$ cat config.mk
export PLATFORM = sky130hd
export DESIGN_NAME = dual_timer_counter_modes
export DESIGN_NICKNAME = d
export VERILOG_FILES = /design/src/shared/timer_pkg.sv /design/src/logic/pin_sampler.sv /design/src/logic/count_unit.sv /design/src/logic/dual_timer_counter_modes.sv
export VERILOG_INCLUDE_DIRS = /design/src /design/src/shared
export SDC_FILE = /design/constraint.sdc
export NUM_CORES = 1
export LEC_CHECK = 0
export BUFFER_PORTS_ARGS = -buffer_cell sky130_fd_sc_hd__buf_4
export CAP_MARGIN = 20
export CORE_ASPECT_RATIO = 1.25
export CORE_MARGIN = 4
export CORE_UTILIZATION = 57
export DETAILED_ROUTE_END_ITERATION = 6
export PLACE_DENSITY_LB_ADDON = 0.05
export SYNTH_ARGS = -nofsm -noshare
export SYNTH_HDL_FRONTEND = slang
export SYNTH_SLANG_ARGS = --single-unit
export TNS_END_PERCENT = 20
$ cat constraint.sdc
create_clock -name clk_i -period 2.6 [get_ports clk_i]
set_input_delay 0 -clock clk_i [delete_from_list [all_inputs] [get_ports clk_i]]
set_output_delay 0 -clock clk_i [all_outputs]
set_load 0.02 [all_outputs]
$ cat src/shared/timer_map.svh
`ifndef TIMER_MAP_SVH
`define TIMER_MAP_SVH

// ****************************************
// register indices (byte address = index * 4)
// ****************************************
`define CTRL_IDX      8'h88
`define MODE_IDX      8'h89
`define LO0_IDX       8'h8a
`define LO1_IDX       8'h8b
`define HI0_IDX       8'h8c
`define HI1_IDX       8'h8d
`define IRQ_STAT_IDX  8'h90
`define IRQ_EN_IDX    8'h91
`define IRQ_CLR_IDX   8'h92

// ****************************************
// reset values
// ****************************************
`define CTRL_RST      8'h00
`define MODE_RST      8'h00
`define CNT_RST       8'h00
`define IRQ_RST       4'h0

// ****************************************
// interrupt status layout, also vector acknowledge layout
// ****************************************
`define ST_EXA        0
`define ST_EXB        1
`define ST_OVF0       2
`define ST_OVF1       3

// ****************************************
// timing
// ****************************************
`define MCYC_LAST     4'hb
`define PRESC_MSB     4
`define PRESC_ALL     5'h1f

`endif

$ cat src/shared/timer_pkg.sv
package timer_pkg;

   // ****************************************
   // operating modes, in field order 00..11
   // ****************************************
   typedef enum logic [1:0] {MODE_13BIT, MODE_16BIT, MODE_RELOAD8, MODE_SPLIT} timer_mode_e;

   typedef struct packed {
      logic        gate_ctl;
      logic        counter_sel;
      timer_mode_e mode_sel;
   } mode_half_s;

   typedef struct packed {
      mode_half_s second;
      mode_half_s first;
   } timer_mode_select_reg_s;

   typedef struct packed {
      logic second_overflow_flag;
      logic second_run_bit;
      logic first_overflow_flag;
      logic first_run_bit;
      logic ext_irq_b_pending;
      logic ext_irq_b_trigger_sel;
      logic ext_irq_a_pending;
      logic ext_irq_a_trigger_sel;
   } timer_run_and_irq_control_s;

   typedef struct packed {
      logic        cyc;
      logic        stb;
      logic        we;
      logic [9:0]  adr;
      logic [3:0]  sel;
      logic [31:0] dat;
   } wb_req_s;

endpackage

$ cat src/logic/pin_sampler.sv
`timescale 1ns/1ps
`include "timer_map.svh"

module pin_sampler (
   input  wire logic clk_i,
   input  wire logic rst_i,
   input  wire logic tick_i,
   input  wire logic pin_i,
   output logic      low_o,
   output logic      fell_o
);

   typedef struct packed {
      logic cur;
      logic fell;
   } smp_s;

   smp_s q, n;

   // one sample per machine cycle; a fall is high then low in two samples
   always_comb begin
      n = q;
      n.fell = 1'b0;
      if (tick_i) begin
         n.cur  = pin_i;
         n.fell = q.cur & ~pin_i;
      end
   end

   // idle level of the pins is high
   always_ff @(posedge clk_i) begin
      if (rst_i) begin
         q <= '{cur: 1'b1, fell: 1'b0};
      end else begin
         q <= n;
      end
   end

   assign low_o  = ~q.cur;
   assign fell_o = q.fell;

endmodule

$ cat src/logic/count_unit.sv
`timescale 1ns/1ps
`include "timer_map.svh"

module count_unit
   import timer_pkg::*;
(
   input  wire logic        clk_i,
   input  wire logic        rst_i,
   input  timer_mode_e      mode_i,
   input  wire logic        inc_i,
   input  wire logic        inc_hi_i,
   input  wire logic        wr_lo_i,
   input  wire logic        wr_hi_i,
   input  wire logic [7:0]  wdata_i,
   output logic      [7:0]  lo_o,
   output logic      [7:0]  hi_o,
   output logic             ovf_o,
   output logic             ovf_hi_o
);

   typedef struct packed {
      logic [7:0] lo;
      logic [7:0] hi;
      logic       ovf;
      logic       ovf_hi;
   } cnt_s;

   cnt_s q, n;

   // ****************************************
   // count paths per mode
   // ****************************************
   always_comb begin
      n = q;
      n.ovf    = 1'b0;
      n.ovf_hi = 1'b0;
      case (mode_i)
         MODE_13BIT: begin
            // low byte bits 7:5 are left as they are, software ignores them
            if (inc_i) begin
               n.lo[`PRESC_MSB:0] = q.lo[`PRESC_MSB:0] + 5'h01;
               if (q.lo[`PRESC_MSB:0] == `PRESC_ALL) begin
                  n.hi  = q.hi + 8'h01;
                  n.ovf = &q.hi;
               end
            end
         end
         MODE_16BIT: begin
            if (inc_i) begin
               {n.hi, n.lo} = {q.hi, q.lo} + 16'h0001;
               n.ovf        = &{q.hi, q.lo};
            end
         end
         MODE_RELOAD8: begin
            if (inc_i) begin
               n.lo  = (&q.lo) ? q.hi : q.lo + 8'h01;
               n.ovf = &q.lo;
            end
         end
         MODE_SPLIT: begin
            if (inc_i) begin
               n.lo  = q.lo + 8'h01;
               n.ovf = &q.lo;
            end
            if (inc_hi_i) begin
               n.hi     = q.hi + 8'h01;
               n.ovf_hi = &q.hi;
            end
         end
         default: begin
            n = q;
         end
      endcase
      // a bus write beats a count in the same cycle
      if (wr_lo_i) begin
         n.lo = wdata_i;
      end
      if (wr_hi_i) begin
         n.hi = wdata_i;
      end
   end

   always_ff @(posedge clk_i) begin
      if (rst_i) begin
         q <= '{lo: `CNT_RST, hi: `CNT_RST, ovf: 1'b0, ovf_hi: 1'b0};
      end else begin
         q <= n;
      end
   end

   assign lo_o     = q.lo;
   assign hi_o     = q.hi;
   assign ovf_o    = q.ovf;
   assign ovf_hi_o = q.ovf_hi;

endmodule

$ cat src/logic/dual_timer_counter_modes.sv
`timescale 1ns/1ps
`include "timer_map.svh"


module dual_timer_counter_modes
   import timer_pkg::*;
(
   input  wire logic        clk_i,
   input  wire logic        rst_i,
   input  wb_req_s          wb_i,
   output logic      [31:0] wb_dat_o,
   output logic             wb_ack_o,
   input  wire logic [1:0]  count_pin_i,
   input  wire logic [1:0]  external_gate_pin_i,
   input  wire logic [3:0]  vector_ack_i,
   output logic      [3:0]  irq_flags_o,
   output logic             irq_o,
   output logic             baud_tick_o
);

   // ****************************************
   // state
   // ****************************************
   typedef struct packed {
      timer_run_and_irq_control_s ctl;
      timer_mode_select_reg_s     msel;
      logic [3:0]                 irq_en;
      logic [3:0]                 irq_stat;
      logic                       irq;
      logic [3:0]                 mcyc;
      logic                       tick;
      logic                       ack;
      logic [7:0]                 rdat;
      logic                       baud_tick;
   } top_s;

   top_s q, n;

   // ****************************************
   // bus decode
   // ****************************************
   logic       req;
   logic       take;
   logic       wr;
   logic [7:0] idx;
   logic [7:0] wdat;
   logic       hit_ok;
   logic [7:0] rd_data;

   // one answer per request; the ack cycle itself never takes a second one
   assign req    = wb_i.cyc & wb_i.stb;
   assign take   = req & ~q.ack;
   assign hit_ok = (wb_i.adr[1:0] == 2'b00);
   assign idx    = wb_i.adr[9:2];
   assign wr     = take & wb_i.we & wb_i.sel[0] & hit_ok;
   assign wdat   = wb_i.dat[7:0];

   // ****************************************
   // pin sampling, one per machine cycle
   // ****************************************
   logic [3:0] pins;
   logic [3:0] pin_low;
   logic [3:0] pin_fell;

   // [1:0] count inputs, [3:2] external interrupt pins
   assign pins = {external_gate_pin_i, count_pin_i};

   genvar gi;
   generate
      for (gi = 0; gi < 4; gi++) begin : g_smp
         pin_sampler u_smp (
            .clk_i  (clk_i),
            .rst_i  (rst_i),
            .tick_i (q.tick),
            .pin_i  (pins[gi]),
            .low_o  (pin_low[gi]),
            .fell_o (pin_fell[gi])
         );
      end
   endgenerate

   // ****************************************
   // count enables
   // ****************************************
   logic split0;
   logic stop1;
   logic en0;
   logic en1;
   logic inc0;
   logic inc1;
   logic inc_hi0;

   assign split0 = (q.msel.first.mode_sel == MODE_SPLIT);
   assign stop1  = (q.msel.second.mode_sel == MODE_SPLIT);

   // gate pin read as it stands, so a gate edge takes effect at once
   assign en0 = q.ctl.first_run_bit &
                (~q.msel.first.gate_ctl | external_gate_pin_i[0]);

   // while the first timer is split, the second loses its run bit to it
   always_comb begin
      if (stop1) begin
         en1 = 1'b0;
      end else if (split0) begin
         en1 = 1'b1;
      end else begin
         en1 = q.ctl.second_run_bit &
               (~q.msel.second.gate_ctl | external_gate_pin_i[1]);
      end
   end

   // cycle or event source per counter select
   assign inc0 = en0 & (q.msel.first.counter_sel ? pin_fell[0] : q.tick);
   assign inc1 = en1 & (q.msel.second.counter_sel ? pin_fell[1] : q.tick);

   // split high byte always counts machine cycles
   assign inc_hi0 = split0 & q.ctl.second_run_bit & q.tick;

   // ****************************************
   // counters
   // ****************************************
   logic [7:0] lo0;
   logic [7:0] hi0;
   logic [7:0] lo1;
   logic [7:0] hi1;
   logic       ovf0;
   logic       ovf_hi0;
   logic       ovf1;

   count_unit u_cnt0 (
      .clk_i    (clk_i),
      .rst_i    (rst_i),
      .mode_i   (q.msel.first.mode_sel),
      .inc_i    (inc0),
      .inc_hi_i (inc_hi0),
      .wr_lo_i  (wr && idx == `LO0_IDX),
      .wr_hi_i  (wr && idx == `HI0_IDX),
      .wdata_i  (wdat),
      .lo_o     (lo0),
      .hi_o     (hi0),
      .ovf_o    (ovf0),
      .ovf_hi_o (ovf_hi0)
   );

   // the second unit never runs split; its mode 3 is handled by en1
   count_unit u_cnt1 (
      .clk_i    (clk_i),
      .rst_i    (rst_i),
      .mode_i   (q.msel.second.mode_sel),
      .inc_i    (inc1),
      .inc_hi_i (1'b0),
      .wr_lo_i  (wr && idx == `LO1_IDX),
      .wr_hi_i  (wr && idx == `HI1_IDX),
      .wdata_i  (wdat),
      .lo_o     (lo1),
      .hi_o     (hi1),
      .ovf_o    (ovf1),
      .ovf_hi_o ()
   );

   // ****************************************
   // events
   // ****************************************
   logic [3:0] ev;

   // the second flag belongs to the split high byte while split
   always_comb begin
      ev          = 4'h0;
      ev[`ST_OVF0] = ovf0;
      ev[`ST_OVF1] = split0 ? ovf_hi0 : ovf1;
      ev[`ST_EXA]  = q.ctl.ext_irq_a_trigger_sel ? pin_fell[2] : pin_low[2];
      ev[`ST_EXB]  = q.ctl.ext_irq_b_trigger_sel ? pin_fell[3] : pin_low[3];
   end

   // ****************************************
   // read mux
   // ****************************************
   always_comb begin
      rd_data = 8'h00;
      if (hit_ok) begin
         case (idx)
            `CTRL_IDX:     rd_data = q.ctl;
            `MODE_IDX:     rd_data = q.msel;
            `LO0_IDX:      rd_data = lo0;
            `LO1_IDX:      rd_data = lo1;
            `HI0_IDX:      rd_data = hi0;
            `HI1_IDX:      rd_data = hi1;
            `IRQ_STAT_IDX: rd_data = {4'h0, q.irq_stat};
            `IRQ_EN_IDX:   rd_data = {4'h0, q.irq_en};
            default:       rd_data = 8'h00;
         endcase
      end
   end

   // ****************************************
   // next state
   // ****************************************
   always_comb begin
      n           = q;
      n.ack       = take;
      n.baud_tick = ovf1;
      if (take) begin
         n.rdat = rd_data;
      end

      // machine cycle strobe, one clock in twelve
      n.tick = (q.mcyc == `MCYC_LAST);
      n.mcyc = (q.mcyc == `MCYC_LAST) ? 4'h0 : q.mcyc + 4'h1;

      // mode register written whole; counts are not touched
      if (wr && idx == `MODE_IDX) begin
         n.msel = timer_mode_select_reg_s'(wdat);
      end

      // control register: run bits stored as written, counts untouched
      if (wr && idx == `CTRL_IDX) begin
         n.ctl = timer_run_and_irq_control_s'(wdat);
      end

      // vector acknowledge clears, then hardware sets win
      if (vector_ack_i[`ST_OVF0]) begin
         n.ctl.first_overflow_flag = 1'b0;
      end
      if (vector_ack_i[`ST_OVF1]) begin
         n.ctl.second_overflow_flag = 1'b0;
      end
      if (vector_ack_i[`ST_EXA]) begin
         n.ctl.ext_irq_a_pending = 1'b0;
      end
      if (vector_ack_i[`ST_EXB]) begin
         n.ctl.ext_irq_b_pending = 1'b0;
      end
      if (ev[`ST_OVF0]) begin
         n.ctl.first_overflow_flag = 1'b1;
      end
      if (ev[`ST_OVF1]) begin
         n.ctl.second_overflow_flag = 1'b1;
      end
      if (ev[`ST_EXA]) begin
         n.ctl.ext_irq_a_pending = 1'b1;
      end
      if (ev[`ST_EXB]) begin
         n.ctl.ext_irq_b_pending = 1'b1;
      end

      // interrupt enable and write-one-to-clear status
      if (wr && idx == `IRQ_EN_IDX) begin
         n.irq_en = wdat[3:0];
      end
      if (wr && idx == `IRQ_CLR_IDX) begin
         n.irq_stat = q.irq_stat & ~wdat[3:0];
      end
      n.irq_stat = n.irq_stat | ev;                                     // set beats clear
      n.irq      = |(n.irq_stat & n.irq_en);
   end

   // ****************************************
   // registers
   // ****************************************
   always_ff @(posedge clk_i) begin
      if (rst_i) begin
         q.ctl       <= timer_run_and_irq_control_s'(`CTRL_RST);
         q.msel      <= timer_mode_select_reg_s'(`MODE_RST);
         q.irq_en    <= `IRQ_RST;
         q.irq_stat  <= `IRQ_RST;
         q.irq       <= 1'b0;
         q.mcyc      <= 4'h0;
         q.tick      <= 1'b0;
         q.ack       <= 1'b0;
         q.rdat      <= 8'h00;
         q.baud_tick <= 1'b0;
      end else begin
         q <= n;
      end
   end

   // ****************************************
   // outputs, all from flip-flops
   // ****************************************
   assign wb_dat_o    = {24'h000000, q.rdat};
   assign wb_ack_o    = q.ack;
   assign irq_o       = q.irq;
   assign baud_tick_o = q.baud_tick;
   assign irq_flags_o = {q.ctl.second_overflow_flag, q.ctl.first_overflow_flag,
                         q.ctl.ext_irq_b_pending, q.ctl.ext_irq_a_pending};

endmodule

* Word level (Yosys, flattened, before mapping)
Index checks and enable logic that the tools add are counted.
Widths: inputs -> output; s select.
** Word-level totals
- Bits in registers :: 83
- Output and inout bits :: 39
** Operators by class
- $add $sub $neg :: 9
- Equality and inequality tests :: 33
- Mux-type cells :: 47
- Bitwise operators :: 33
- Reduce and logical (&&, ||, !) cells :: 37
** Operators by type and width (number)
- $mux 8 :: 13
- $eq 8x8->1 const B :: 9
- $pmux 8 s8 :: 1
- $pmux 5 s4 :: 2
- $mux 17 :: 2
- $add 16x1->16 const B :: 2
- $add 8x1->8 const B :: 4
- $reduce_and 16->1 :: 2
- $reduce_and 8->1 :: 4
- $ne 3x2->1 const B :: 10
- $mux 14 :: 2
- $pmux 8 s3 :: 1
- $reduce_and 4->1 :: 5
- $mux 9 :: 2
- $pmux 3 s3 :: 2
- $mux 1 :: 17
- $pmux 8 s2 :: 1
- $and 1x1->1 :: 15
- $ne 3x1->1 const B :: 5
- $reduce_bool 3->1 :: 5
- $not 1->1 :: 12
- $reduce_bool 4->1 :: 3
- $add 5x1->5 const B :: 2
- $eq 5x5->1 const B :: 2
- 16 further kinds :: 36

* Logic depth before layout (Yosys ltp)
Gate-level depths: netlist of the first run.
- Word-level depth :: 10
- Mapped depth :: 9
- Mapped depth without buffers :: 9

* Cells and area by module
A second synthesis of the first run with hierarchy kept.
** Unflattened totals
- Cell total of the unflattened synthesis :: 760
- Area total of the unflattened synthesis :: 6028.3 um^2
** Modules (own cells, without submodules)
- count_unit :: instances 2, cells each 220, area each 1602.8 um^2, seq. area each 360.3 um^2
- dual_timer_counter_modes :: instances 1, cells each 292, area each 2527.4 um^2, seq. area each 800.8 um^2
- pin_sampler :: instances 4, cells each 7, area each 73.8 um^2, seq. area each 40.0 um^2

* Worst setup path before layout of the first run
No wires, ideal clock.
- Kind :: reg-to-reg
- Start :: register u_cnt1.q (netlist bit u_cnt1.lo_o[0])
- End :: register u_cnt1.q (netlist bit u_cnt1.hi_o[4])
- Arrival time :: 2.158 ns
- Slack :: 0.363 ns
- Stages on the path, launching flop included :: 10
- Buffers on the path :: 1
- Period minus slack after synthesis :: 2.237 ns
- Cell sequence :: dfxtp_1 ha_1 and3_1 buf_2 ha_1 o21bai_1 a2111oi_4 nand2_2 o31a_1 a211oi_2
** On the way
- Word-level cells in the longest chain between the ends :: 4
- Elaborated cells on any way between the ends :: 7
- Those cells by class :: add/sub (1); eq/ne (2); mux (3); reduce/logical (1)
** RTL lines
- start: declaration :: line count_unit.sv:28 : cnt_s q, n;
- start signal: assignment :: line count_unit.sv:85 : q <= '{lo: `CNT_RST, hi: `CNT_RST, ovf: 1'b0, ovf_hi: 1'b0};
- start signal: assignment :: line count_unit.sv:87 : q <= n;
- $add 16x1->16 :: line count_unit.sv:50 : {n.hi, n.lo} = {q.hi, q.lo} + 16'h0001;
- $mux 17 :: line count_unit.sv:49 : if (inc_i) begin
- $pmux 8 s2 :: line count_unit.sv:37 : case (mode_i)
- $mux 8 :: line count_unit.sv:78 : if (wr_hi_i) begin
Several ways; a longest one is shown, not always the timed one. The select of a mux whose other input is x is not followed.
A chain may end at the register's enable or synchronous reset.

* Final worst setup path of the first run
- Start :: register u_cnt0.q (netlist bit u_cnt0.lo_o[1])
- End :: register u_cnt0.q (netlist bit u_cnt0.hi_o[2])
** On the way
- Word-level cells in the longest chain between the ends :: 4
- Elaborated cells on any way between the ends :: 7
- Those cells by class :: add/sub (1); eq/ne (2); mux (3); reduce/logical (1)
** RTL lines (line)
- start: declaration :: count_unit.sv:28
- start signal: assignment :: count_unit.sv:85
- start signal: assignment :: count_unit.sv:87
- $add 16x1->16 :: count_unit.sv:50
- $mux 17 :: count_unit.sv:49
- $pmux 8 s3 :: count_unit.sv:37
- $mux 8 :: count_unit.sv:78
Several ways; a longest one is shown, not always the timed one. The select of a mux whose other input is x is not followed.

==> flow_summary.rst, run 1 <==
.. list-table::
   :header-rows: 1

   * - Metric
     - Value
   * - Core outline area
     - about 9200 sq um
   * - Number of synthesized flops with an enable pin
     - 0
   * - All-Layer GR Usage
     - approximately 30%
   * - Tmin final
     - approximately 2400 ps
   * - CP max stage cell
     - a221o_1
   * - Synth Cell Area
     - around 5400 sq um
   * - Mapped Avg Cell Area
     - 8.30 sq um
   * - Hold violation total from the final report
     - 0
   * - Number of iterations in the first detailed-routing pass
     - 6
   * - Initial antenna violation count
     - 0
   * - Antenna-violating nets left
     - 0
   * - Area growth from synthesis to final layout
     - 13.0%
   * - Number of setup violations in the final report
     - 0
   * - Die width
     - between 90 and 100 um
   * - Layout Nets
     - 764
   * - Share of the yosys chip area belonging to registers
     - a little under a third
   * - Die area
     - between 10000 and 15000 sq um
   * - Critical Path Source Type
     - register
   * - Number of standard cells in the layout, taps in and fillers out
     - between 800 and 900
   * - Number of diodes
     - 0
   * - Yosys warnings
     - 0
   * - Count of cell types in the netlist
     - slightly below 70
   * - Top-Level Pins
     - around 100
   * - Via-to-Cell Ratio
     - about 6.2
   * - Proportion of power drawn by combinational gates
     - 7.2%
   * - Starting Density
     - about three fifths
   * - Share of post-route cells with drive strength above 1
     - between 10% and 20%
   * - Synth Instances
     - 654
   * - Buffers and inverters on the worst path
     - 0
   * - Drc violations
     - 0
   * - Area contributors post-synth
     - dfxtp_1 31%, mux2i_1 6.3%, buf_4 5.4%
   * - Buffer cell driving the clock tree root
     - clkbuf_16
   * - Global placer's final weighted congestion
     - slightly above 0.9
   * - Post-cts repair resize count
     - 0
   * - CP arrival
     - between 2000 and 3000 ps
   * - Most common library cell in the layout ignoring fill and taps
     - dfxtp_1
   * - Relative max-transition margin
     - about two fifths
   * - Final Total Pwr
     - approximately 0.0028 W
   * - Row cnt
     - 39
   * - Clk sink count
     - 83
   * - Setup skew after layout
     - 7.86 ps
   * - First-pass GRT wire length
     - 25700 um
   * - Biggest cell delay along the critical path
     - approximately 450 ps
   * - Flop and latch count out of synthesis
     - 83
   * - Internal power
     - approximately 0.0020 W
   * - Post-DR wirelength/cell
     - between 15 and 20 um
   * - Chip height
     - about 120 um
   * - Cell area power density
     - ~450 nW/um^2
   * - Proportion of power drawn by the clock network
     - 46.7%
   * - Cell leakage power
     - 2.33 nW
   * - Transition time of the tightest slew-check pin
     - about 880 ps
   * - Setup crit end kind
     - register
   * - Total grt overflow
     - 0
   * - FILL cells
     - approximately 800
   * - Cts bufs inserted
     - 9
   * - CP Class
     - register to register
   * - Placed Instances
     - 790
   * - Net Sw Power
     - 0.000739 W
   * - Upper clock frequency limit
     - 415 MHz
   * - Number of levels the H-tree was split into
     - 3
   * - PnR worst setup slack
     - 192 ps
   * - Total via count after detailed routing
     - 5106
   * - Max-cap violation count
     - 0
   * - Insertion delay to the later sink of the worst-skew pair
     - 350 ps
   * - Data required time at the worst endpoint
     - 2860 ps
   * - Fraction of the cycle the final worst path needs
     - between 90% and 100%
   * - Outcome
     - complete, no violations
   * - Maximum number of pins on one net before global-route repair
     - 60
   * - Port-buffer cells
     - 46
   * - Fraction of registers with async set or reset after synthesis
     - 0%
   * - Top library cells by usage in the layout, fill and taps aside
     - 83 x dfxtp_1, 66 x nor2_1, 63 x buf_4, 49 x nand2_1, 42 x a21oi_1
   * - Number of global-route vias before repair
     - ~4900
   * - Worst Hold Class
     - primary input to register
   * - Total length of routed wires
     - roughly 16000 um
   * - Clock tree from TritonCTS
     - done
   * - Cell breakdown of the critical path
     - ha_1 -> and3_1 -> ha_1 -> nand4_1 -> a221o_1 -> or3_1 -> o22ai_1
   * - Peak supply drop
     - ~0.00043 V
   * - Switching power as a share of total power
     - a little over a quarter
   * - Total Neg Setup Slack
     - 0 ps
   * - Family with the most delay on the worst path
     - simple AND/OR/NAND/NOR gates
   * - Setup WS pre-CTS
     - 225 ps
   * - Seq pwr share
     - between 40% and 50%
   * - Critical path peak fanout
     - 9
   * - Share of the synthesized area in the top cell type
     - between 30 and 40%
   * - Crit-path most repeated cell
     - ha_1
   * - Number of violations reported at the end of detailed-routing iteration 0
     - between 300 and 400
   * - Setup repair after global routing missed its margin
     - no
   * - Most area-hungry cell type in the Yosys netlist
     - dfxtp_1
   * - Buffer levels on the longest clock path
     - 2
   * - Dominant synthesized flop cell
     - dfxtp_1
   * - Clock-pin transition on the worst setup and hold timing paths
     - approximately 70 ps
   * - Number of max-slew violations in the final report
     - 0
   * - Post-detailed-placement half-perimeter wirelength
     - 11900 um
## through the flow
step	cell area [sq um]	util, %	hold WS [ps]
3_3_place_gp	5680	61.6	174
2_1_floorplan	5510	-	76.1
5_1_grt	6130	66.4	20.8
3_5_place_dp	5680	61.6	180
4_1_cts	6130	66.4	5.23
6_report	6130	66.4	23.4
## registers in the layout, summed over array words and instances (netlist names)
name / flops
u_cnt0.lo_o: 8
u_cnt0.ovf_o: 1
baud_tick_o: 1
wb_ack_o: 1
g_smp.u_smp.fell_o: 4
wb_dat_o: 8
u_cnt1.ovf_o: 1
irq_o: 1
u_cnt0.hi_o: 8
u_cnt0.ovf_hi_o: 1
u_cnt1.hi_o: 8
q: 25
irq_flags_o: 4
u_cnt1.lo_o: 8
g_smp.u_smp.q: 4
## path summary, 6_finish.rpt
check	cells after the start	startpoint	endpoint	slack, ps
worst min-delay path	3	wb_i[2]	u_cnt1.lo_o[2]	20
worst max register to register	7	u_cnt0.lo_o[1]	u_cnt0.hi_o[2]	190
worst max-delay path	7	u_cnt0.lo_o[1]	u_cnt0.hi_o[2]	190
worst min register to register	2	wb_dat_o[7]	wb_dat_o[7]	460
## layer usage
metal	global-route usage, %	part of all wire, %	vias to the layer above
li1	-	-	2413
met1	35.4	40	2430
met2	50.4	49	205
met3	6.33	6.6	58
met4	17.0	5.2	0
met5	0	0	-
## power groups by stage
stage	clock network (W)	logic (W)	registers (W)
after floorplan	0	0.000135	0.00131
after global placement	0	0.000174	0.00131
final	0.00129	0.000198	0.00128
after detailed placement	0	0.000176	0.00131
after CTS	0.00130	0.000195	0.00128
after global routing	0.00135	0.000212	0.00128
## worst min-delay path: stages
cell     delay [ps]
buf_4           180
nand2_1          80
a21oi_1          50
## layout make-up
type / instances / area, sq um / share of cell area, %
multi-input combinational: 501 / 3310 / 54.1
sequential: 83 / 1660 / 27.1
timing repair buffer: 78 / 623 / 10.2
clock buffer: 9 / 225 / 3.67
tap: 123 / 154 / 2.51
clock inverter: 7 / 76.3 / 1.25
inverter: 20 / 75.1 / 1.22
## cells in the mapped netlist, types with 6 or more instances
cell type and count:
dfxtp_1 83, nor2_1 66, nand2_1 49, a21oi_1 42
buf_4 39, mux2i_1 34, nand3_1 29, o21ai_0 22
inv_1 20, clkbuf_1 19, and3_1 18, nor3_1 17
nor2b_1 13, ha_1 12, a31oi_1 10, and4_1 9
buf_2 9, nor3b_1 9, o22ai_1 9, a211oi_1 7
nand4_1 7, xor2_1 7, a211o_1 6, a22o_1 6
mux2_2 6, mux4_2 6, nand2b_1 6, xnor2_1 6
## repair_timing
action,in CTS,in global routing
hold buffers,15,0
endpoints found under the hold margin,23,0
endpoints found under the setup margin,0,1
setup buffers,0,0
## cells by family after synthesis
family,share of synthesized area [%]
adder cells (fa/ha/maj),2.77
multiplexers,10.4
other,0.0691
AO/OA/AOI/OAI,20.3
XOR/XNOR,2.10
buffers and inverters,9.89
flip-flops,30.6
AND/OR/NAND/NOR,23.8
No activity file was read; power rests on OpenSTA's default activity.
==> run 2, diff against run 1 <==
- CELL_PAD_IN_SITES_DETAIL_PLACEMENT: unset -> 0
- CELL_PAD_IN_SITES_GLOBAL_PLACEMENT: unset -> 1
- CORE_UTILIZATION: 57 -> 42
==> flow_summary.rst, run 2 (same netlist as run 1, synthesis figures left out) <==
.. list-table::
   :header-rows: 1

   * - Metric
     - Value
   * - Number of iterations in the first detailed-routing pass
     - 5 (was 6)
   * - Crit-path most repeated cell
     - ha_1 (unchanged)
   * - Max-cap violation count
     - 0 (unchanged)
   * - Setup crit end kind
     - register (unchanged)
   * - Peak supply drop
     - 0.000253 V (was 0.000427 V)
   * - Proportion of power drawn by the clock network
     - 48.9% (was 46.7%)
   * - Chip height
     - 135 um (was 117 um)
   * - All-Layer GR Usage
     - 23.2% (was 30.0%)
   * - Global placer's final weighted congestion
     - 0.898 (was 0.931)
   * - Number of flip-flops under the largest register name
     - 25 (unchanged)
   * - Cell leakage power
     - 2.33 nW (about the same)
   * - Port-buffer cells
     - 46 (unchanged)
   * - Final Total Pwr
     - 0.00288 W (was 0.00277 W)
   * - First-pass GRT wire length
     - 26300 um (was 25700 um)
   * - Post-place instance area
     - 5740 sq um (was 5680 sq um)
   * - Row cnt
     - 46 (was 39)
   * - Worst Hold Class
     - primary input to register (unchanged)
   * - Post-route design area
     - 6200 sq um (was 6130 sq um)
   * - Core outline area
     - 12700 sq um (was 9220 sq um)
   * - Buffers and inverters on the worst path
     - 0 (unchanged)
   * - Internal power
     - 0.00219 W (was 0.00203 W)
   * - Upper clock frequency limit
     - 415 MHz (about the same)
   * - Share of post-route cells with drive strength above 1
     - 16.2% (was 16.0%)
   * - CP Class
     - register to register (unchanged)
   * - Number of violations reported at the end of detailed-routing iteration 0
     - 251 (was 331)
   * - Clk sink count
     - 83 (unchanged)
   * - Register containing the most flip-flops in the final layout
     - q (unchanged)
   * - Drc violations
     - 0 (unchanged)
   * - Tmin final
     - 2410 ps (about the same)
   * - CP arrival
     - 2670 ps (about the same)
   * - Post-detailed-placement half-perimeter wirelength
     - 12600 um (was 11900 um)
   * - Via-to-Cell Ratio
     - 5.74 (was 6.22)
   * - Top-Level Pins
     - 98 (unchanged)
   * - Setup repair after global routing missed its margin
     - no (unchanged)
   * - Number of diodes
     - 0 (unchanged)
   * - Cell area power density
     - 465 nW/um^2 (was 452 nW/um^2)
   * - Total via count after detailed routing
     - 4966 (was 5106)
   * - Buffer levels on the longest clock path
     - 2 (unchanged)
   * - Total length of routed wires
     - 16900 um (was 16100 um)
   * - Critical path peak fanout
     - 9 (unchanged)
   * - Buffer cell driving the clock tree root
     - clkbuf_16 (unchanged)
   * - Cts bufs inserted
     - 9 (unchanged)
   * - Initial antenna violation count
     - 0 (unchanged)
   * - Outcome
     - complete, no violations (unchanged)
   * - Setup skew after layout
     - 6.31 ps (was 7.86 ps)
   * - Net Sw Power
     - 0.000692 W (was 0.000739 W)
   * - Critical Path Source Type
     - register (unchanged)
   * - Clock-pin transition on the worst setup and hold timing paths
     - 70 ps (about the same)
   * - Maximum number of pins on one net before global-route repair
     - 58 (was 60)
   * - Post-cts repair resize count
     - 0 (unchanged)
   * - Top library cells by usage in the layout, fill and taps aside
     - 83 x dfxtp_1, 66 x nor2_1, 64 x buf_4, 49 x nand2_1, 42 x a21oi_1 (was 83 x dfxtp_1, 66 x nor2_1, 63 x buf_4, 49 x nand2_1, 42 x a21oi_1)
   * - Area growth from synthesis to final layout
     - 14.2% (was 13.0%)
   * - Cell breakdown of the critical path
     - ha_1 -> and3_1 -> ha_1 -> nand4_1 -> a221o_1 -> or3_1 -> o22ai_1 (unchanged)
   * - Seq pwr share
     - 44.3% (was 46.2%)
   * - Switching power as a share of total power
     - 24.0% (was 26.7%)
   * - Util after Layout
     - 48.9% (was 66.4%)
   * - Number of global-route vias before repair
     - 4694 (was 4927)
   * - Fraction of the cycle the final worst path needs
     - 92.7% (was 92.6%)
   * - Number of max-slew violations in the final report
     - 0 (unchanged)
   * - Data required time at the worst endpoint
     - 2860 ps (about the same)
   * - Die area
     - 14800 sq um (was 11200 sq um)
   * - Most common library cell in the layout ignoring fill and taps
     - dfxtp_1 (unchanged)
   * - Final Hold Slack
     - 17.4 ps (was 23.4 ps)
   * - Transition time of the tightest slew-check pin
     - 751 ps (was 878 ps)
   * - Post-DR wirelength/cell
     - 19.5 um (was 19.6 um)
   * - Insertion delay to the later sink of the worst-skew pair
     - 340 ps (was 350 ps)
   * - Family with the most delay on the worst path
     - simple AND/OR/NAND/NOR gates (unchanged)
   * - Biggest cell delay along the critical path
     - 450 ps (about the same)
   * - Starting Density
     - 42.8% (was 58.8%)
   * - Die width
     - 110 um (was 95.3 um)
   * - Hold violation total from the final report
     - 0 (unchanged)
   * - Layout Nets
     - 763 (was 764)
   * - Antenna-violating nets left
     - 0 (unchanged)
   * - CP max stage cell
     - a221o_1 (unchanged)
   * - Number of setup violations in the final report
     - 0 (unchanged)
   * - Proportion of power drawn by combinational gates
     - 6.7% (was 7.2%)
   * - Relative max-transition margin
     - 48.5% (was 39.8%)
   * - Total Neg Setup Slack
     - 0 ps (unchanged)
   * - Total grt overflow
     - 0 (unchanged)
   * - Number of levels the H-tree was split into
     - 3 (unchanged)
   * - Clock tree from TritonCTS
     - done (unchanged)
## run 2: changes by cell type in the layout (fill, tap and decap cells not counted), sizes merged
cell,change
clkinvlp,+1
buf,+1
bufinv,+2
dlygate4sd3,-2
inv,-4
clkinv,+1
## run 2: stage by stage
stage                     instances  setup WS, ps
after floorplan                 677           363
after global placement          836           298
after detailed placement        836           255
after CTS                       865           241
after global routing            865          64.9
final                           865           189
## run 2: worst paths after layout
check	start	end	slack, ps	cells after the start
worst max register to register	u_cnt0.lo_o[0]	u_cnt0.hi_o[4]	190	7
worst max-delay path	u_cnt0.lo_o[0]	u_cnt0.hi_o[4]	190	7
worst min register to register	q[11]	q[11]	460	1
worst min-delay path	wb_i[2]	u_cnt1.lo_o[2]	20	3
## run 2: per-layer routing
metal | vias to the layer above | part of all wire, % | global-route usage (%)
met3 | 23 | 4.6 | 2.92
met4 | 0 | 1.8 | 6.17
met2 | 159 | 50 | 39.3
met1 | 2381 | 44 | 30.9
met5 | - | 0 | 0
li1 | 2403 | - | -
## run 2: layout make-up
class,count,area (sq um)
Fill cell,1294,6460
Multi-Input combinational cell,501,3310
Sequential cell,83,1660
Timing Repair Buffer,77,611
Clock buffer,9,225
Tap cell,168,210
Clock inverter,7,101
Inverter,20,75.1
## run 2: power groups by stage
| stage | logic (W) | registers, W | clock network (W) |
|---|---|---|---|
| final | 0.000194 | 0.00128 | 0.00141 |
| after global routing | 0.000209 | 0.00128 | 0.00148 |
| after CTS | 0.000193 | 0.00128 | 0.00145 |
| after detailed placement | 0.000178 | 0.00131 | 0 |
| after global placement | 0.000178 | 0.00131 | 0 |
| after floorplan | 0.000135 | 0.00131 | 0 |
## run 2: what timing repair did
item | 4_1_cts | 5_1_grt
buffers inserted | 0 | 0
hold endpoints to repair | 19 | 0
hold buffers | 13 | 0
## run 2: worst register-to-register path, delay by kind of cell (launching register included)
family | cells | cell delay [ps]
simple gates | 3 | 760
compound gates | 2 | 630
fa+ha+maj | 2 | 520
flops | 1 | 420
==> run 3, diff against run 2 <==
- ABC_AREA: unset -> 1
- CORE_UTILIZATION: 42 -> 40
==> flow_summary.rst, run 3 <==
.. list-table::
   :header-rows: 1

   * - Metric
     - Value
   * - Port-buffer cells
     - 46 (unchanged)
   * - Total grt overflow
     - 0 (unchanged)
   * - Clock-pin transition on the worst setup and hold timing paths
     - 70 ps (about the same)
   * - CP max stage cell
     - dfxtp_1 (was a221o_1)
   * - Worst Hold Class
     - primary input to register (unchanged)
   * - PnR worst setup slack
     - 485 ps (was 189 ps)
   * - Area occupied by multi-input gates
     - 3630 sq um (was 3310 sq um)
   * - Register containing the most flip-flops in the final layout
     - q (unchanged)
   * - Peak supply drop
     - 0.000236 V (was 0.000253 V)
   * - Maximum number of pins on one net before global-route repair
     - 37 (was 58)
   * - Cell area power density
     - 419 nW/um^2 (was 465 nW/um^2)
   * - CP arrival
     - 2370 ps (was 2670 ps)
   * - Total via count after detailed routing
     - 6060 (was 4966)
   * - Number of max-slew violations in the final report
     - 0 (unchanged)
   * - Row cnt
     - 49 (was 46)
   * - Number of violations reported at the end of detailed-routing iteration 0
     - 274 (was 251)
   * - Chip height
     - 144 um (was 135 um)
   * - Setup WS pre-CTS
     - 512 ps (was 255 ps)
   * - Clock tree from TritonCTS
     - done (unchanged)
   * - Relative max-transition margin
     - 53.6% (was 48.5%)
   * - Synth Cell Area
     - 5960 sq um (was 5430 sq um)
   * - Total Neg Setup Slack
     - 0 ps (unchanged)
   * - Cell leakage power
     - 2.96 nW (was 2.33 nW)
   * - Yosys warnings
     - 0 (unchanged)
   * - Number of diodes
     - 0 (unchanged)
   * - Top library cells by usage in the layout, fill and taps aside
     - 256 x nand2_1, 110 x nor2_1, 96 x inv_1, 86 x nand3_1, 83 x dfxtp_1 (was 83 x dfxtp_1, 66 x nor2_1, 64 x buf_4, 49 x nand2_1, 42 x a21oi_1)
   * - Post-detailed-placement half-perimeter wirelength
     - 15600 um (was 12600 um)
   * - Util after Layout
     - 46.5% (was 48.9%)
   * - Worst reg2reg setup slack
     - 480 ps (was 190 ps)
   * - Data required time at the worst endpoint
     - 2850 ps (was 2860 ps)
   * - CP Class
     - register to register (unchanged)
   * - Die width
     - 117 um (was 110 um)
   * - Buffer cell driving the clock tree root
     - clkbuf_16 (unchanged)
   * - Share of the yosys chip area belonging to registers
     - 27.9% (was 30.6%)
   * - Biggest cell delay along the critical path
     - 390 ps (was 450 ps)
   * - Sequential standard cell area
     - 1660 sq um (unchanged)
   * - Number of flip-flops under the largest register name
     - 25 (unchanged)
   * - Top-Level Pins
     - 98 (unchanged)
   * - Initial antenna violation count
     - 0 (unchanged)
   * - Hold Path Cell Cnt
     - 5 (was 3)
   * - Fraction of registers with async set or reset after synthesis
     - 0% (unchanged)
   * - Antenna-violating nets left
     - 0 (unchanged)
   * - Critical path peak fanout
     - 8 (was 9)
   * - Cts bufs inserted
     - 9 (unchanged)
   * - Proportion of power drawn by combinational gates
     - 7.3% (was 6.7%)
   * - Seq pwr share
     - 45.3% (was 44.3%)
   * - Most area-hungry cell type in the Yosys netlist
     - dfxtp_1 (unchanged)
   * - Mapped Avg Cell Area
     - 6.32 sq um (was 8.30 sq um)
   * - Setup crit end kind
     - register (unchanged)
   * - Area contributors post-synth
     - dfxtp_1 28%, nand2_1 16%, nand3_1 7.2% (was dfxtp_1 31%, mux2i_1 6.3%, buf_4 5.4%)
   * - Critical hold path startpoint
     - wb_i[2] (unchanged)
   * - Share of the synthesized area in the top cell type
     - 27.9% (was 30.6%)
   * - FILL cells
     - 1580 (was 1294)
   * - Flop and latch count out of synthesis
     - 83 (unchanged)
   * - All-Layer GR Usage
     - 23.7% (was 23.2%)
   * - Clk sink count
     - 83 (unchanged)
   * - Number of global-route vias before repair
     - 5674 (was 4694)
   * - Area growth from synthesis to final layout
     - 13.1% (was 14.2%)
   * - Number of synthesized flops with an enable pin
     - 0 (unchanged)
   * - Number of standard cells in the layout, taps in and fillers out
     - 1172 (was 865)
   * - Worst-case hold path end point
     - u_cnt1.hi_o[2] (was u_cnt1.lo_o[2])
   * - Layout Nets
     - 1060 (was 763)
   * - Max-cap violation count
     - 0 (unchanged)
   * - Number of iterations in the first detailed-routing pass
     - 6 (was 5)
   * - Tmin final
     - 2120 ps (was 2410 ps)
   * - Hold violation total from the final report
     - 0 (unchanged)
   * - Cell breakdown of the critical path
     - ha_1 -> nand2_1 -> nor2_2 -> ha_1 -> o21ai_0 -> a21oi_1 -> nand2_2 -> a21oi_4 -> o21ai_1 -> nor2_1 -> nor2_1 (was ha_1 -> and3_1 -> ha_1 -> nand4_1 -> a221o_1 -> or3_1 -> o22ai_1)
   * - Proportion of power drawn by the clock network
     - 47.5% (was 48.9%)
   * - Number of levels the H-tree was split into
     - 3 (unchanged)
   * - Setup skew after layout
     - 7.25 ps (was 6.31 ps)
   * - Count of cell types in the netlist
     - 46 (was 68)
   * - Internal power
     - 0.00209 W (was 0.00219 W)
   * - Switching power as a share of total power
     - 25.9% (was 24.0%)
   * - Net Sw Power
     - 0.000732 W (was 0.000692 W)
   * - Core outline area
     - 14500 sq um (was 12700 sq um)
   * - Insertion delay to the later sink of the worst-skew pair
     - 360 ps (was 340 ps)
   * - Number of setup violations in the final report
     - 0 (unchanged)
   * - Drc violations
     - 0 (unchanged)
   * - Starting Density
     - 41.2% (was 42.8%)
   * - Post-cts repair resize count
     - 0 (unchanged)
   * - Transition time of the tightest slew-check pin
     - 696 ps (was 751 ps)
   * - Setup Buffers After CTS
     - 0 (unchanged)
   * - Leading cell type by number of instances after synthesis
     - nand2_1 (was dfxtp_1)
   * - Die area
     - 16900 sq um (was 14800 sq um)
   * - Synth Instances
     - 942 (was 654)
   * - Outcome
     - complete, no violations (unchanged)
   * - Global placer's final weighted congestion
     - 0.899 (was 0.898)
   * - Startpoint of the lowest-slack register-to-register path
     - u_cnt0.lo_o[0] (unchanged)
   * - Share of post-route cells with drive strength above 1
     - 13.3% (was 16.2%)
   * - Placed Instances
     - 1144 (was 836)
   * - Synth top cells by count
     - 256 x nand2_1, 110 x nor2_1, 96 x inv_1, 86 x nand3_1, 83 x dfxtp_1 (was 83 x dfxtp_1, 66 x nor2_1, 49 x nand2_1, 42 x a21oi_1, 39 x buf_4)
   * - Via-to-Cell Ratio
     - 5.17 (was 5.74)
   * - Fraction of the cycle the final worst path needs
     - 81.4% (was 92.7%)
   * - Post-DR wirelength/cell
     - 16.8 um (was 19.5 um)
   * - Worst reg-to-reg path cell count
     - 11 (was 7)
   * - Dominant synthesized flop cell
     - dfxtp_1 (unchanged)
   * - Final Hold Slack
     - 14.3 ps (was 17.4 ps)
   * - First-pass GRT wire length
     - 30600 um (was 26300 um)
   * - Most common library cell in the layout ignoring fill and taps
     - nand2_1 (was dfxtp_1)
   * - Setup repair after global routing missed its margin
     - no (unchanged)
   * - Buffer levels on the longest clock path
     - 2 (unchanged)
   * - Upper clock frequency limit
     - 473 MHz (was 415 MHz)
   * - Total length of routed wires
     - 19700 um (was 16900 um)
   * - Critical Path Source Type
     - register (unchanged)
   * - Reg-to-reg endpoint
     - u_cnt0.hi_o[7] (was u_cnt0.hi_o[4])
==> run 3: logic make-up after synthesis <==
kind of cell	share of synthesized area [%]
DFF	27.9
xor gates and xnor gates	2.21
and+or+nand+nor	39.3
other	0.0630
AOI/OAI and AO/OA	15.3
adders and majority gates	2.52
buffers and inverters	12.6
==> run 3: critical path, delay by kind of cell (launching register included) <==
kind | cells | cell delay, ps
AND/OR/NAND/NOR | 5 | 520
adder cells (fa/ha/maj) | 2 | 460
AO/OA/AOI/OAI | 4 | 630
flip-flops | 1 | 390
==> run 3: worst max path at each step <==
| stage | from | endpoint | slack, ps | depth (start not counted) |
|---|---|---|---|---|
| 2_1_floorplan | u_cnt0.lo_o[0] | u_cnt0.hi_o[0] | 860 | 10 |
| 3_3_place_gp | u_cnt0.lo_o[0] | u_cnt0.hi_o[3] | 530 | 10 |
| 3_5_place_dp | u_cnt0.lo_o[0] | u_cnt0.hi_o[0] | 510 | 10 |
| 4_1_cts | u_cnt0.lo_o[0] | u_cnt0.hi_o[0] | 500 | 10 |
| 5_1_grt | u_cnt0.lo_o[0] | u_cnt0.hi_o[7] | 270 | 11 |
| 6_report | u_cnt0.lo_o[0] | u_cnt0.hi_o[7] | 480 | 11 |
==> run 3: per-layer routing <==
metal	GRT usage, %	up-vias	share of wire, %
met4	11.4	0	4.0
met3	2.97	42	3.7
met1	29.2	2781	43
met2	40.6	166	49
li1	-	3071	-
met5	0	-	0
==> run 3: stage by stage <==
| stage | power (W) | instance area [sq um] |
|---|---|---|
| 2_1_floorplan | 0.00144 | 6040 |
| 3_3_place_gp | 0.00150 | 6310 |
| 3_5_place_dp | 0.00150 | 6310 |
| 4_1_cts | 0.00286 | 6740 |
| 5_1_grt | 0.00291 | 6740 |
| 6_report | 0.00282 | 6740 |
==> run 3: final cells by class <==
| class | instances | share of cell area [%] |
|---|---|---|
| multi-input combinational | 724 | 53.9 |
| sequential | 83 | 24.7 |
| timing repair buffer | 63 | 7.65 |
| inverter | 108 | 6.02 |
| clock buffer | 9 | 3.34 |
| tap | 178 | 3.31 |
| clock inverter | 7 | 1.13 |
==> run 3: what timing repair did <==
| action | CTS | global route |
|---|---|---|
| hold buffers | 12 | 0 |
| endpoints found under the setup margin | 0 | 0 |
| hold endpoints to repair | 16 | 0 |
==> run 3: power by group through the flow <==
stage	clock network [W]	registers (W)	logic, W
global placement	0	0.00131	0.000188
global route	0.00142	0.00128	0.000220
finish	0.00134	0.00128	0.000205
CTS	0.00137	0.00128	0.000204
floorplan	0	0.00131	0.000132
detailed placement	0	0.00131	0.000189
